$ cat config.mk
export PLATFORM = sky130hd
export DESIGN_NAME = spd_top
export DESIGN_NICKNAME = d
export VERILOG_FILES = /design/src/rtl/spd_pkg.sv /design/src/rtl/spd_divider.sv /design/src/rtl/spd_top.sv
export VERILOG_INCLUDE_DIRS = /design/src /design/src/rtl
export SDC_FILE = /design/constraint.sdc
export NUM_CORES = 1
export LEC_CHECK = 0
export ABC_AREA = 1
export BUFFER_PORTS_ARGS = -buffer_cell sky130_fd_sc_hd__buf_2
export CAP_MARGIN = 5
export CORE_UTILIZATION = 30
export CTS_CLUSTER_SIZE = 8
export DETAILED_ROUTE_END_ITERATION = 8
export PLACE_DENSITY = 0.46
export SLEW_MARGIN = 40
export SYNTH_ARGS = -nofsm -noshare
export SYNTH_HDL_FRONTEND = slang
export SYNTH_SLANG_ARGS = --single-unit
$ cat constraint.sdc
create_clock -name CLOCK -period 8.2 [get_ports CLOCK]
set_input_delay 0.82 -clock CLOCK [delete_from_list [all_inputs] [get_ports CLOCK]]
set_output_delay 0.82 -clock CLOCK [all_outputs]
set_load 0.1 [all_outputs]
$ cat src/rtl/spd_regs.svh
// Register offsets, field positions, reset values and constants of the synth config block
`ifndef SPD_REGS_SVH
`define SPD_REGS_SVH

// ------------------------------------------------------------
// Full 8-bit register offsets
// ------------------------------------------------------------
`define SPD_OFF_A_ADVANCE 8'h78
`define SPD_OFF_B_ADVANCE 8'h79
`define SPD_OFF_BANK 8'h7F
`define SPD_OFF_DIV_LO 8'h80
`define SPD_OFF_DIV_MID 8'h81
`define SPD_OFF_DIV_HI 8'h82

// ------------------------------------------------------------
// Reset values
// ------------------------------------------------------------
`define SPD_RST_ADVANCE 8'h00
`define SPD_RST_BANK 8'h00
`define SPD_RST_DIV 24'h00_0002

// ------------------------------------------------------------
// Divider register fields and the bank bit
// ------------------------------------------------------------
`define SPD_MODE_HI 23
`define SPD_MODE_LO 20
`define SPD_MODE_SPECIAL 4'hF
`define SPD_BIT_BOUNDARY 19
`define SPD_BIT_POLARITY 18
`define SPD_SRC_HI 17
`define SPD_SRC_LO 16
`define SPD_COUNT_HI 15
`define SPD_BANK_BIT 0

`endif

$ cat src/rtl/spd_pkg.sv
// Types shared by the synth config block
package spd_pkg;

  // Reference clock of the frame pulse
  typedef enum logic [1:0] {
    SPD_SRC_LOWFREQ = 2'b00,
    SPD_SRC_POST_B = 2'b01,
    SPD_SRC_POST_C = 2'b10,
    SPD_SRC_POST_D = 2'b11
  } spd_src_e;

  // Frame pulse generator state
  typedef enum logic {
    SPD_FR_GAP,
    SPD_FR_PULSE
  } spd_frame_e;

endpackage

$ cat src/rtl/spd_divider.sv
// Tick-driven clock divider with near 50% duty output
`timescale 1ns/1ps
`default_nettype none

module spd_divider
#(
  parameter int WIDTH = 24
)
(
  input wire logic clk,
  input wire logic rst_n,
  input wire logic tick,
  input wire logic [WIDTH-1:0] divisor,
  output logic clk_out
);

  logic [WIDTH-1:0] cnt;
  logic [WIDTH-1:0] next_cnt;
  logic next_out;
  logic [WIDTH-1:0] eff;

  // Ratios below two cannot give a split waveform, so they act as two
  function automatic logic [WIDTH-1:0] spd_eff_div(input logic [WIDTH-1:0] d);
    spd_eff_div = (d < WIDTH'(2)) ? WIDTH'(2) : d;
  endfunction

  // ------------------------------------------------------------
  // Next count and level
  // ------------------------------------------------------------
  always_comb
  begin
    eff = spd_eff_div(divisor);
    next_cnt = cnt;
    next_out = clk_out;
    if (tick)
    begin
      // A shrinking divisor must not leave the count stranded above it
      next_cnt = (cnt >= eff - WIDTH'(1)) ? '0 : cnt + WIDTH'(1);
      // High for the larger half when the ratio is odd
      next_out = (next_cnt < eff - (eff >> 1));
    end
  end

  // ------------------------------------------------------------
  // State registers
  // ------------------------------------------------------------
  always_ff @(posedge clk or negedge rst_n)
  begin
    if (!rst_n)
    begin
      cnt <= '0;
      clk_out <= 1'b1;
    end
    else
    begin
      cnt <= next_cnt;
      clk_out <= next_out;
    end
  end

endmodule

`default_nettype wire

$ cat src/rtl/spd_top.sv
// Phase advance, bank select and first output divider of synthesizer 0
`timescale 1ns/1ps
`default_nettype none
`include "spd_regs.svh"

// Functional notes
// - Synthesizer 0 clocks are advanced by an 8-bit unsigned count of period/256 steps.
// - Synthesizer 1 clocks are advanced by an 8-bit unsigned count of period/256 steps.
// - Bank bit 0 maps host accesses to the lower range (0) or the range from 0x80 (1).
// - The host sets the bank bit before touching the upper half of the map.
// - In special mode with a nonzero source, pulses are spaced by the low 16-bit count.
// - In special mode with source zero, a low-frequency clock of 2x base / count is made.
// - Outside special mode, the full 24-bit value divides the synthesizer 0 clock.
// - The source field picks low-frequency, B, C or D; a pulse lasts one source period.
// - In special mode bit 18 sets pulse polarity, otherwise it is a divisor bit.
// - Bits 23:20 equal to 1111 select special mode; other values give a near 50% clock (high for the larger half when odd).
// - In special mode bit 19 places the frame boundary mid-pulse (0) or at the edge (1).
module spd_top
  import spd_pkg::*;
#(
  parameter int DIV_WIDTH = 24,
  parameter int COUNT_WIDTH = 16
)
(
  input wire logic CLOCK,
  input wire logic RESETN,
  input wire logic [6:0] HOST_ADDR,
  input wire logic HOST_WR,
  input wire logic HOST_RD,
  input wire logic [7:0] HOST_WDATA,
  output logic [7:0] HOST_RDATA,
  input wire logic BASE_TICK,
  input wire logic POSTDIV_B_CLK,
  input wire logic POSTDIV_C_CLK,
  input wire logic POSTDIV_D_CLK,
  output logic [7:0] SYNTH_A_ADVANCE_STEPS,
  output logic [7:0] SYNTH_B_ADVANCE_STEPS,
  output logic FIRST_OUT,
  output logic FRAME_MARK
);

  // ------------------------------------------------------------
  // Reset release
  // ------------------------------------------------------------
  logic rst_meta;
  logic rst_n;

  // Async assert, clean release two edges later
  always_ff @(posedge CLOCK or negedge RESETN)
  begin
    if (!RESETN)
    begin
      rst_meta <= 1'b0;
      rst_n <= 1'b0;
    end
    else
    begin
      rst_meta <= 1'b1;
      rst_n <= rst_meta;
    end
  end

  // ------------------------------------------------------------
  // Register file
  // ------------------------------------------------------------
  logic [7:0] synth_a_phase_advance;
  logic [7:0] synth_b_phase_advance;
  logic bank_sel;
  logic [DIV_WIDTH-1:0] synth_a_first_output_divider;
  logic [7:0] next_a_adv;
  logic [7:0] next_b_adv;
  logic next_bank;
  logic [DIV_WIDTH-1:0] next_div;
  logic [7:0] next_rdata;
  logic [7:0] full_addr;

  // The bank register sits at the top of both pages so it is never lost
  function automatic logic [7:0] spd_full_addr(input logic bank, input logic [6:0] a);
    spd_full_addr = ({1'b0, a} == `SPD_OFF_BANK) ? `SPD_OFF_BANK : {bank, a};
  endfunction

  // Register updates and read mux
  always_comb
  begin
    full_addr = spd_full_addr(bank_sel, HOST_ADDR);
    next_a_adv = synth_a_phase_advance;
    next_b_adv = synth_b_phase_advance;
    next_bank = bank_sel;
    next_div = synth_a_first_output_divider;
    next_rdata = HOST_RDATA;
    if (HOST_WR)
    begin
      case (full_addr)
        `SPD_OFF_A_ADVANCE: next_a_adv = HOST_WDATA;
        `SPD_OFF_B_ADVANCE: next_b_adv = HOST_WDATA;
        `SPD_OFF_BANK: next_bank = HOST_WDATA[`SPD_BANK_BIT];
        `SPD_OFF_DIV_LO: next_div[7:0] = HOST_WDATA;
        `SPD_OFF_DIV_MID: next_div[15:8] = HOST_WDATA;
        `SPD_OFF_DIV_HI: next_div[23:16] = HOST_WDATA;
        default: next_div = synth_a_first_output_divider;
      endcase
    end
    if (HOST_RD)
    begin
      case (full_addr)
        `SPD_OFF_A_ADVANCE: next_rdata = synth_a_phase_advance;
        `SPD_OFF_B_ADVANCE: next_rdata = synth_b_phase_advance;
        `SPD_OFF_BANK: next_rdata = {7'h00, bank_sel};
        `SPD_OFF_DIV_LO: next_rdata = synth_a_first_output_divider[7:0];
        `SPD_OFF_DIV_MID: next_rdata = synth_a_first_output_divider[15:8];
        `SPD_OFF_DIV_HI: next_rdata = synth_a_first_output_divider[23:16];
        default: next_rdata = 8'h00;
      endcase
    end
  end

  // Register storage
  always_ff @(posedge CLOCK or negedge rst_n)
  begin
    if (!rst_n)
    begin
      synth_a_phase_advance <= `SPD_RST_ADVANCE;
      synth_b_phase_advance <= `SPD_RST_ADVANCE;
      bank_sel <= 1'b0;
      synth_a_first_output_divider <= `SPD_RST_DIV;
      HOST_RDATA <= 8'h00;
    end
    else
    begin
      synth_a_phase_advance <= next_a_adv;
      synth_b_phase_advance <= next_b_adv;
      bank_sel <= next_bank;
      synth_a_first_output_divider <= next_div;
      HOST_RDATA <= next_rdata;
    end
  end

  // Phase steps go straight to the synthesizer delay lines
  assign SYNTH_A_ADVANCE_STEPS = synth_a_phase_advance;
  assign SYNTH_B_ADVANCE_STEPS = synth_b_phase_advance;

  // ------------------------------------------------------------
  // Field decode
  // ------------------------------------------------------------
  logic special_mode;
  spd_src_e src_sel;
  logic edge_boundary;
  logic neg_polarity;
  logic [COUNT_WIDTH-1:0] count_field;

  assign special_mode = (synth_a_first_output_divider[`SPD_MODE_HI:`SPD_MODE_LO]
                         == `SPD_MODE_SPECIAL);
  assign src_sel = spd_src_e'(synth_a_first_output_divider[`SPD_SRC_HI:`SPD_SRC_LO]);
  assign edge_boundary = synth_a_first_output_divider[`SPD_BIT_BOUNDARY];
  assign neg_polarity = synth_a_first_output_divider[`SPD_BIT_POLARITY];
  assign count_field = synth_a_first_output_divider[`SPD_COUNT_HI:0];

  // ------------------------------------------------------------
  // Dividers
  // ------------------------------------------------------------
  logic plain_clk;
  logic low_clk;

  // Full 24-bit ratio on every synthesizer 0 cycle
  spd_divider #(.WIDTH(DIV_WIDTH)) u_plain_div
  (
    .clk(CLOCK),
    .rst_n(rst_n),
    .tick(1'b1),
    .divisor(synth_a_first_output_divider),
    .clk_out(plain_clk)
  );

  // BASE_TICK runs at twice the base rate, hence 2 x base / count
  spd_divider #(.WIDTH(COUNT_WIDTH)) u_low_div
  (
    .clk(CLOCK),
    .rst_n(rst_n),
    .tick(BASE_TICK),
    .divisor(count_field),
    .clk_out(low_clk)
  );

  // ------------------------------------------------------------
  // Frame pulse generator
  // ------------------------------------------------------------
  logic ref_clk;
  logic ref_prev;
  logic ref_rise;
  logic ref_fall;
  logic next_first_out;
  spd_frame_e fr_state;
  spd_frame_e next_fr_state;
  logic [COUNT_WIDTH-1:0] gap_cnt;
  logic [COUNT_WIDTH-1:0] next_gap_cnt;
  logic next_mark;
  logic frame_on;

  // Source select of the frame reference
  always_comb
  begin
    case (src_sel)
      SPD_SRC_LOWFREQ: ref_clk = low_clk;
      SPD_SRC_POST_B: ref_clk = POSTDIV_B_CLK;
      SPD_SRC_POST_C: ref_clk = POSTDIV_C_CLK;
      SPD_SRC_POST_D: ref_clk = POSTDIV_D_CLK;
      default: ref_clk = low_clk;
    endcase
  end

  // Inputs are synchronous, so one stage of history is enough for edges
  assign ref_rise = ref_clk & ~ref_prev;
  assign ref_fall = ~ref_clk & ref_prev;

  // Pulse starts on a rising edge that finds the count at zero, ends one period later
  always_comb
  begin
    next_fr_state = fr_state;
    next_gap_cnt = gap_cnt;
    next_mark = 1'b0;
    frame_on = special_mode && (src_sel != SPD_SRC_LOWFREQ);
    if (!frame_on)
    begin
      // Other modes park the generator so a later switch starts clean
      next_fr_state = SPD_FR_GAP;
      next_gap_cnt = '0;
    end
    else
    begin
      case (fr_state)
        SPD_FR_GAP:
        begin
          if (ref_rise && gap_cnt == '0)
          begin
            next_fr_state = SPD_FR_PULSE;
            next_mark = edge_boundary;
          end
        end
        SPD_FR_PULSE:
        begin
          if (ref_rise)
            next_fr_state = SPD_FR_GAP;
          else if (ref_fall && !edge_boundary)
            next_mark = 1'b1;
        end
        default: next_fr_state = SPD_FR_GAP;
      endcase
      if (ref_rise)
      begin
        // Count zero behaves as one: a pulse on every period
        if (gap_cnt >= count_field - COUNT_WIDTH'(1) || count_field == '0)
          next_gap_cnt = '0;
        else
          next_gap_cnt = gap_cnt + COUNT_WIDTH'(1);
      end
      // A back-to-back pulse when spacing is one period
      if (fr_state == SPD_FR_PULSE && ref_rise && next_gap_cnt == '0 && gap_cnt == '0)
      begin
        next_fr_state = SPD_FR_PULSE;
        next_mark = edge_boundary;
      end
    end
  end

  // Output select, registered so mode changes cannot glitch the pin
  always_comb
  begin
    if (!special_mode)
      next_first_out = plain_clk;
    else if (src_sel == SPD_SRC_LOWFREQ)
      next_first_out = low_clk;
    else
      next_first_out = (next_fr_state == SPD_FR_PULSE) ^ neg_polarity;
  end

  // Frame state, reference history and output pin registers
  always_ff @(posedge CLOCK or negedge rst_n)
  begin
    if (!rst_n)
    begin
      fr_state <= SPD_FR_GAP;
      gap_cnt <= '0;
      ref_prev <= 1'b0;
      FRAME_MARK <= 1'b0;
      FIRST_OUT <= 1'b0;
    end
    else
    begin
      fr_state <= next_fr_state;
      gap_cnt <= next_gap_cnt;
      ref_prev <= ref_clk;
      FRAME_MARK <= next_mark;
      FIRST_OUT <= next_first_out;
    end
  end

endmodule

`default_nettype wire

# == Yosys cells after proc, flatten, opt, wreduce, memory -nomap -nowiden ==
# Cells that the tools add are included.
# totals
ff_bits,113
in_bits,23
output_inout_bits,26
wordCells,93
# classes
n_addsub,8
n_lt_le_gt_ge,7
n_eq_ne,11
n_mux,24
bitwise_logic,6
reduce_logical,19
# ops
cell,n
16-bit two-way mux,6
16-bit zero test,3
24-bit two-way mux,2
8-bit one-hot mux with 6 select lines,1
16-bit by 1-bit adder with 16-bit output (second input constant),2
16-bit greater-or-equal comparator,2
16-bit by 1-bit subtractor with 16-bit output (second input constant),2
24-bit by 1-bit adder with 24-bit output (second input constant),1
8-bit by 7-bit == test with 1-bit output (second input constant),3
8-bit == test (second input constant),3
24-bit greater-or-equal comparator,1
24-bit by 2-bit less-than comparator with 1-bit output (second input constant),1
24-bit less-than comparator,1
24-bit by 1-bit subtractor with 24-bit output (second input constant),1
24-bit by 23-bit subtractor with 24-bit output,1
16-bit less-than comparator,1
16-bit by 2-bit less-than comparator with 1-bit output (second input constant),1
16-bit by 15-bit subtractor with 16-bit output,1
2-bit AND reduction,6
1-bit two-way mux,11
8-bit two-way mux,1
7-bit == test (second input constant),1
1-bit logical AND,6
2-bit == test (second input constant),2
11 further kinds,15

# == Depth between registers and ports, before layout ==
# depth
ltp_word,14
mapped_depth,38
ltp_nobuf,37

# == Modules after synthesis ==
# Synthesis repeated with hierarchy kept, for this count alone.
# hier_totals
cells_unflattened,1753
area_unflattened_um2,12356.9
# modules_own_cells
mod,instances,cells_each,area_per_inst_um2,seq_area_each_um2
spd_divider at u_plain_div,1,726,4894.7,626.9
spd_top,1,558,4277.9,1778.0
spd_divider at u_low_div,1,469,3184.3,426.7

# == Worst setup path after synthesis ==
# OpenSTA, ideal clock, no wires.
# synth_path
kind,register to register
startpoint,reg synth_a_first_output_divider[14]
endpoint,reg u_plain_div.clk_out
setup_time_ns,0.073
arrival_ns,5.072
required_ns,8.127
path_slack_ns,3.055
stages_incl_launch_ff,38
n_path_buf,1
synth_period_minus_slack_ns,5.145
cell_sequence,dfrtp_1 inv_1 ha_1 inv_1 nor2_4 nand2_2 nor2_4 nand3_4 nand2_1 inv_1 ha_1 inv_1 a21boi_1 o21ai_1 a21boi_0 o21ai_1 a21boi_1 o21ai_1 (+2 left out) xor2_1 ha_1 nand2_1 a21oi_1 nor3b_1 nand2_1 a21oi_1 nand3_1 clkbuf_1 nor3b_1 ha_1 nand2_1 nor2_1 a211oi_1 o221ai_1 nand2_1 o2111ai_1 a21oi_1
# synth_between
elab_chain_cells,6
word_cells_on_any_way,7
classes_between,add/sub (2); order compare (3); mux (2)
# synth_rtl
item,line_no,rtl
start: declaration,spd_top.sv:69,logic [DIV_WIDTH-1:0] synth_a_first_output_divider;
start signal: assignment,spd_top.sv:125,synth_a_first_output_divider <= `SPD_RST_DIV;
start signal: assignment,spd_top.sv:133,synth_a_first_output_divider <= next_div;
24-bit by 2-bit less-than comparator with 1-bit output,spd_divider.sv:24,spd_eff_div = (d < WIDTH'(2)) ? WIDTH'(2) : d;
24-bit two-way mux (*),spd_divider.sv:24,
24-bit by 1-bit subtractor with 24-bit output (*),spd_divider.sv:38,next_cnt = (cnt >= eff - WIDTH'(1)) ? '0 : cnt + WIDTH'(1);
24-bit greater-or-equal comparator (*),spd_divider.sv:38,
24-bit two-way mux (*),spd_divider.sv:38,
net u_plain_div.next_cnt[10],spd_divider.sv:18,logic [WIDTH-1:0] next_cnt;
24-bit less-than comparator (*),spd_divider.sv:40,next_out = (next_cnt < eff - (eff >> 1));
net u_plain_div.next_out,spd_divider.sv:19,logic next_out;
end signal: assignment,spd_divider.sv:57,clk_out <= next_out;
end: declaration,spd_divider.sv:14,output logic clk_out
# Mark *: on every way through the listed nets, which the timed path passes. The rest lies on a longest branch.
# A chain may end at the register's enable or synchronous reset.

# == Worst setup path after layout ==
# layout_path
startpoint,reg synth_a_first_output_divider[11]
endpoint,reg u_plain_div.clk_out
# Same word-level chain as after synthesis.

==> flow_results.xml <==
<?xml version="1.0" encoding="UTF-8"?>
<metrics>
  <group name="global_routing">
    <metric name="met2_usage" unit="%">31.5</metric>
    <metric name="grt_pass1_vias" unit="">10300</metric>
    <metric name="globalRouteOverflowTotal" unit="">0</metric>
    <metric name="grt_most_used_layer" unit="">met2</metric>
    <metric name="global_route.usage.met3" unit="%">3.00</metric>
    <metric name="grt_first_pass_wirelength" unit="mm">57.4</metric>
    <metric name="grt_antenna_before_repair" unit="">0</metric>
    <metric name="grt_max_degree" unit="">46</metric>
    <metric name="met1_usage" unit="%">23.7</metric>
    <metric name="globalRouteTotalUtil" unit="%">18.4</metric>
  </group>
  <group name="timing">
    <metric name="worst_slew_pin_slew" unit="ns">0.643</metric>
    <metric name="grt_setup_unrepaired" unit="">false</metric>
    <metric name="timing.final.crit_share" unit="%">74.3</metric>
    <metric name="final.setup.tns" unit="ns">0</metric>
    <metric name="hold_viol" unit="">0</metric>
    <metric name="min_period" unit="ns">6.09</metric>
    <metric name="final-max-slew-violation-count" unit="">0</metric>
    <metric name="fin_hold_ws" unit="ns">0.140</metric>
    <metric name="timing.slew.headroom" unit="%">57.1</metric>
    <metric name="number_of_setup_violations_in_the_final_report" unit="">0</metric>
    <metric name="final.setup_skew" unit="ns">0.0113</metric>
    <metric name="maxClockFrequency" unit="MHz">164</metric>
  </group>
  <group name="critical_path">
    <metric name="max_stage_delay" unit="ns">0.63</metric>
    <metric name="crit_path_max_fanout" unit="">23</metric>
    <metric name="timing_worst_setup_path_type" unit="">register to register</metric>
    <metric name="worstSetupStartpointType" unit="">register</metric>
    <metric name="slowest_stage" unit="">sky130_fd_sc_hd__dfrtp_1</metric>
    <metric name="timing.critical_path.mode_cell" unit="">sky130_fd_sc_hd__nand2_1</metric>
    <metric name="critical_path_arrival" unit="ns">6.47</metric>
    <metric name="setup.worst_path.end_class" unit="">register</metric>
    <metric name="worstPathRequired" unit="ns">8.57</metric>
  </group>
  <group name="finish">
    <metric name="area_growth_syn_to_layout" unit="%">10.5</metric>
    <metric name="final_core_util" unit="%">33.8</metric>
    <metric name="drive_above_1_share" unit="%">10.0</metric>
    <metric name="design.final.nets" unit="">1840</metric>
    <metric name="post_layout_nonfiller_instances" unit="">2156</metric>
    <metric name="layout_common_cells" unit="">sky130_fd_sc_hd__nand2_1, sky130_fd_sc_hd__inv_1, sky130_fd_sc_hd__ha_1</metric>
    <metric name="most_common_cell_after_layout_fill_and_taps_aside" unit="">sky130_fd_sc_hd__nand2_1</metric>
  </group>
  <group name="clock_network">
    <metric name="cts.path.max_buffers" unit="">2</metric>
    <metric name="htree_levels" unit="">4</metric>
    <metric name="tritoncts" unit="">done</metric>
    <metric name="clock_network_latency_to_the_later_pin_of_the_worst_skew_pair" unit="ns">0.45</metric>
    <metric name="clk_pin_slew" unit="ns">0.06</metric>
    <metric name="clock-sinks" unit="">113</metric>
    <metric name="post_cts_setup_buffers" unit="">0</metric>
    <metric name="ctsHoldBuffers" unit="">0</metric>
    <metric name="cts_resized" unit="">0</metric>
    <metric name="cts_inserted_buffers" unit="">17</metric>
    <metric name="root_buffer" unit="">sky130_fd_sc_hd__clkbuf_16</metric>
  </group>
  <group name="place">
    <metric name="post-place-cells" unit="">2123</metric>
    <metric name="dp.final_hpwl" unit="mm">29.8</metric>
    <metric name="buffer_ports.inserted" unit="">48</metric>
    <metric name="routabilityCongestion" unit="">0.879</metric>
  </group>
  <group name="detailed_routing">
    <metric name="vias" unit="">10300</metric>
    <metric name="detail_route.wl_per_cell" unit="um">16.8</metric>
    <metric name="drt_pre_antenna_iters" unit="">5</metric>
    <metric name="drc_errors" unit="">0</metric>
    <metric name="detailedRoute.firstIterationViolations" unit="">587</metric>
    <metric name="ant_nets" unit="">0</metric>
    <metric name="routed_wl" unit="mm">36.2</metric>
    <metric name="post_drt_via_cell_ratio" unit="">4.76</metric>
  </group>
  <group name="synth">
    <metric name="syn_std_cell_area" unit="um^2">11900</metric>
    <metric name="synth-async-reset-ratio" unit="%">100</metric>
    <metric name="synth.lib_cells_used.distinct" unit="">62</metric>
    <metric name="synth_enable_flop_cells" unit="">0</metric>
    <metric name="yosysWarnings" unit="">0</metric>
    <metric name="synth_instances" unit="">1611</metric>
    <metric name="synthesis.nets" unit="">1827</metric>
    <metric name="synth_area_per_cell" unit="um^2">7.37</metric>
    <metric name="postSynthRegisterBits" unit="">113</metric>
    <metric name="synthFlopType" unit="">sky130_fd_sc_hd__dfrtp_1</metric>
    <metric name="seq_area_frac_synth" unit="%">23.9</metric>
  </group>
  <group name="floorplan">
    <metric name="core-area" unit="um^2">38800</metric>
    <metric name="floorplan.initialDensity" unit="%">30.6</metric>
    <metric name="top_level_ports" unit="">49</metric>
    <metric name="die_w" unit="um">201</metric>
    <metric name="die_h" unit="um">201</metric>
    <metric name="placement_rows" unit="">72</metric>
    <metric name="fp.dieArea" unit="um^2">40400</metric>
  </group>
  <group name="outcome">
    <metric name="status" unit="">complete, no violations</metric>
  </group>
  <group name="power">
    <metric name="power.density_cell_area" unit="nW/um^2">248</metric>
    <metric name="report.power.total" unit="mW">3.26</metric>
    <metric name="power.ir.vdd_worst" unit="mV">0.171</metric>
    <metric name="power.leakage" unit="nW">6.64</metric>
  </group>
  <group name="hold_path">
    <metric name="hold_path.class" unit="">primary input to asynchronous set/reset pin</metric>
  </group>
  <group name="job">
    <metric name="max_cap_viol" unit="">0</metric>
  </group>
</metrics>
[cells in the mapped netlist (7+ instances only)]
cell type | number | area share [%]
sky130_fd_sc_hd__a21oi_1 | 74 | 3.1
sky130_fd_sc_hd__a221oi_1 | 10 | 0.74
sky130_fd_sc_hd__a31oi_1 | 9 | 0.47
sky130_fd_sc_hd__buf_6 | 7 | 0.66
sky130_fd_sc_hd__clkbuf_1 | 39 | 1.2
sky130_fd_sc_hd__dfrtp_1 | 110 | 23
sky130_fd_sc_hd__ha_1 | 191 | 20
sky130_fd_sc_hd__inv_1 | 220 | 7.0
sky130_fd_sc_hd__inv_2 | 7 | 0.22
sky130_fd_sc_hd__nand2_1 | 325 | 10
sky130_fd_sc_hd__nand2_2 | 9 | 0.47
sky130_fd_sc_hd__nand3_1 | 56 | 2.4
sky130_fd_sc_hd__nand4_1 | 29 | 1.5
sky130_fd_sc_hd__nor2_1 | 149 | 4.7
sky130_fd_sc_hd__nor2_2 | 12 | 0.63
sky130_fd_sc_hd__nor2_4 | 8 | 0.76
sky130_fd_sc_hd__nor3_1 | 19 | 0.80
sky130_fd_sc_hd__nor3b_1 | 8 | 0.51
sky130_fd_sc_hd__nor4_1 | 12 | 0.63
sky130_fd_sc_hd__o21ai_0 | 91 | 3.8
sky130_fd_sc_hd__o21ai_1 | 15 | 0.63
sky130_fd_sc_hd__o21bai_1 | 12 | 0.76
sky130_fd_sc_hd__o221ai_1 | 9 | 0.66
sky130_fd_sc_hd__xnor2_1 | 13 | 0.96
sky130_fd_sc_hd__xor2_1 | 90 | 6.6
[state kept, by name, indices dropped and copies added (netlist names)]
signal	count
FRAME_MARK	1
bank_sel	1
rst_meta	1
SYNTH_B_ADVANCE_STEPS	8
SYNTH_A_ADVANCE_STEPS	8
fr_state	1
ref_prev	1
u_low_div.clk_out	1
gap_cnt	16
HOST_RDATA	8
FIRST_OUT	1
u_plain_div.clk_out	1
rst_n	1
u_low_div.cnt	16
u_plain_div.cnt	24
synth_a_first_output_divider	24
[routing by layer]
layer | part of all wire, % | up-vias
met5 | 0 | -
met4 | 1.9 | 0
met3 | 3.2 | 30
met2 | 48 | 149
met1 | 47 | 4794
li1 | - | 5291
[power by group]
part / internal, mW / switching, mW
Combinational: 0.596 / 1.10
Clock: 0.457 / 0.329
Sequential: 0.646 / 0.125
[final timing paths]
check	from	end	slack, ns	cells past startpoint
setup / recovery	synth_a_first_output_divider[11]	u_plain_div.clk_out	2.11	36
hold / removal	RESETN	rst_n	0.14	1
setup reg to reg	synth_a_first_output_divider[11]	u_plain_div.clk_out	2.11	36
hold reg to reg	rst_n	SYNTH_B_ADVANCE_STEPS[0]	0.30	1
max in group asynchronous	rst_n	gap_cnt[6]	7.28	1
min in group CLOCK	rst_meta	rst_n	0.35	0
[final cells by class]
type	count	area [um^2]
fill	4156	25700
multi-input combinational	1206	7850
sequential	113	2840
inverter	234	886
tap	518	648
clock buffer	17	425
timing repair buffer	52	295
clock inverter	15	174
antenna	1	2.50
[per-stage QoR]
stage / instance area, um^2 / worst slack [ns]
after floorplan: 11900 / 3.06
after detailed placement: 12500 / 2.08
after CTS: 13100 / 2.04
after global routing: 13100 / 1.39
after global placement: 12500 / 2.28
final: 13100 / 2.11
[critical path: cells and delay by family (launching register included)]
family / cells / cell delay (ns)
and+or+nand+nor: 16 / 1.71
AOI/OAI and AO/OA: 12 / 1.87
buffers and inverters: 4 / 0.82
adders and majority gates: 3 / 0.79
xor gates and xnor gates: 1 / 0.16
DFF: 1 / 0.63
[cell families (layout without fill, tap and decap cells)]
kind of cell	Yosys count	after routing	synth area share, %
AND/OR/NAND/NOR	655	655	25.4
AO/OA/AOI/OAI	254	254	12.6
other	1	2	0.0316
adder cells (fa/ha/maj)	193	193	20.5
XOR/XNOR	103	103	7.60
buffers and inverters	292	318	10.0
flip-flops	113	113	23.9
No activity file was read; power rests on OpenSTA's default activity.
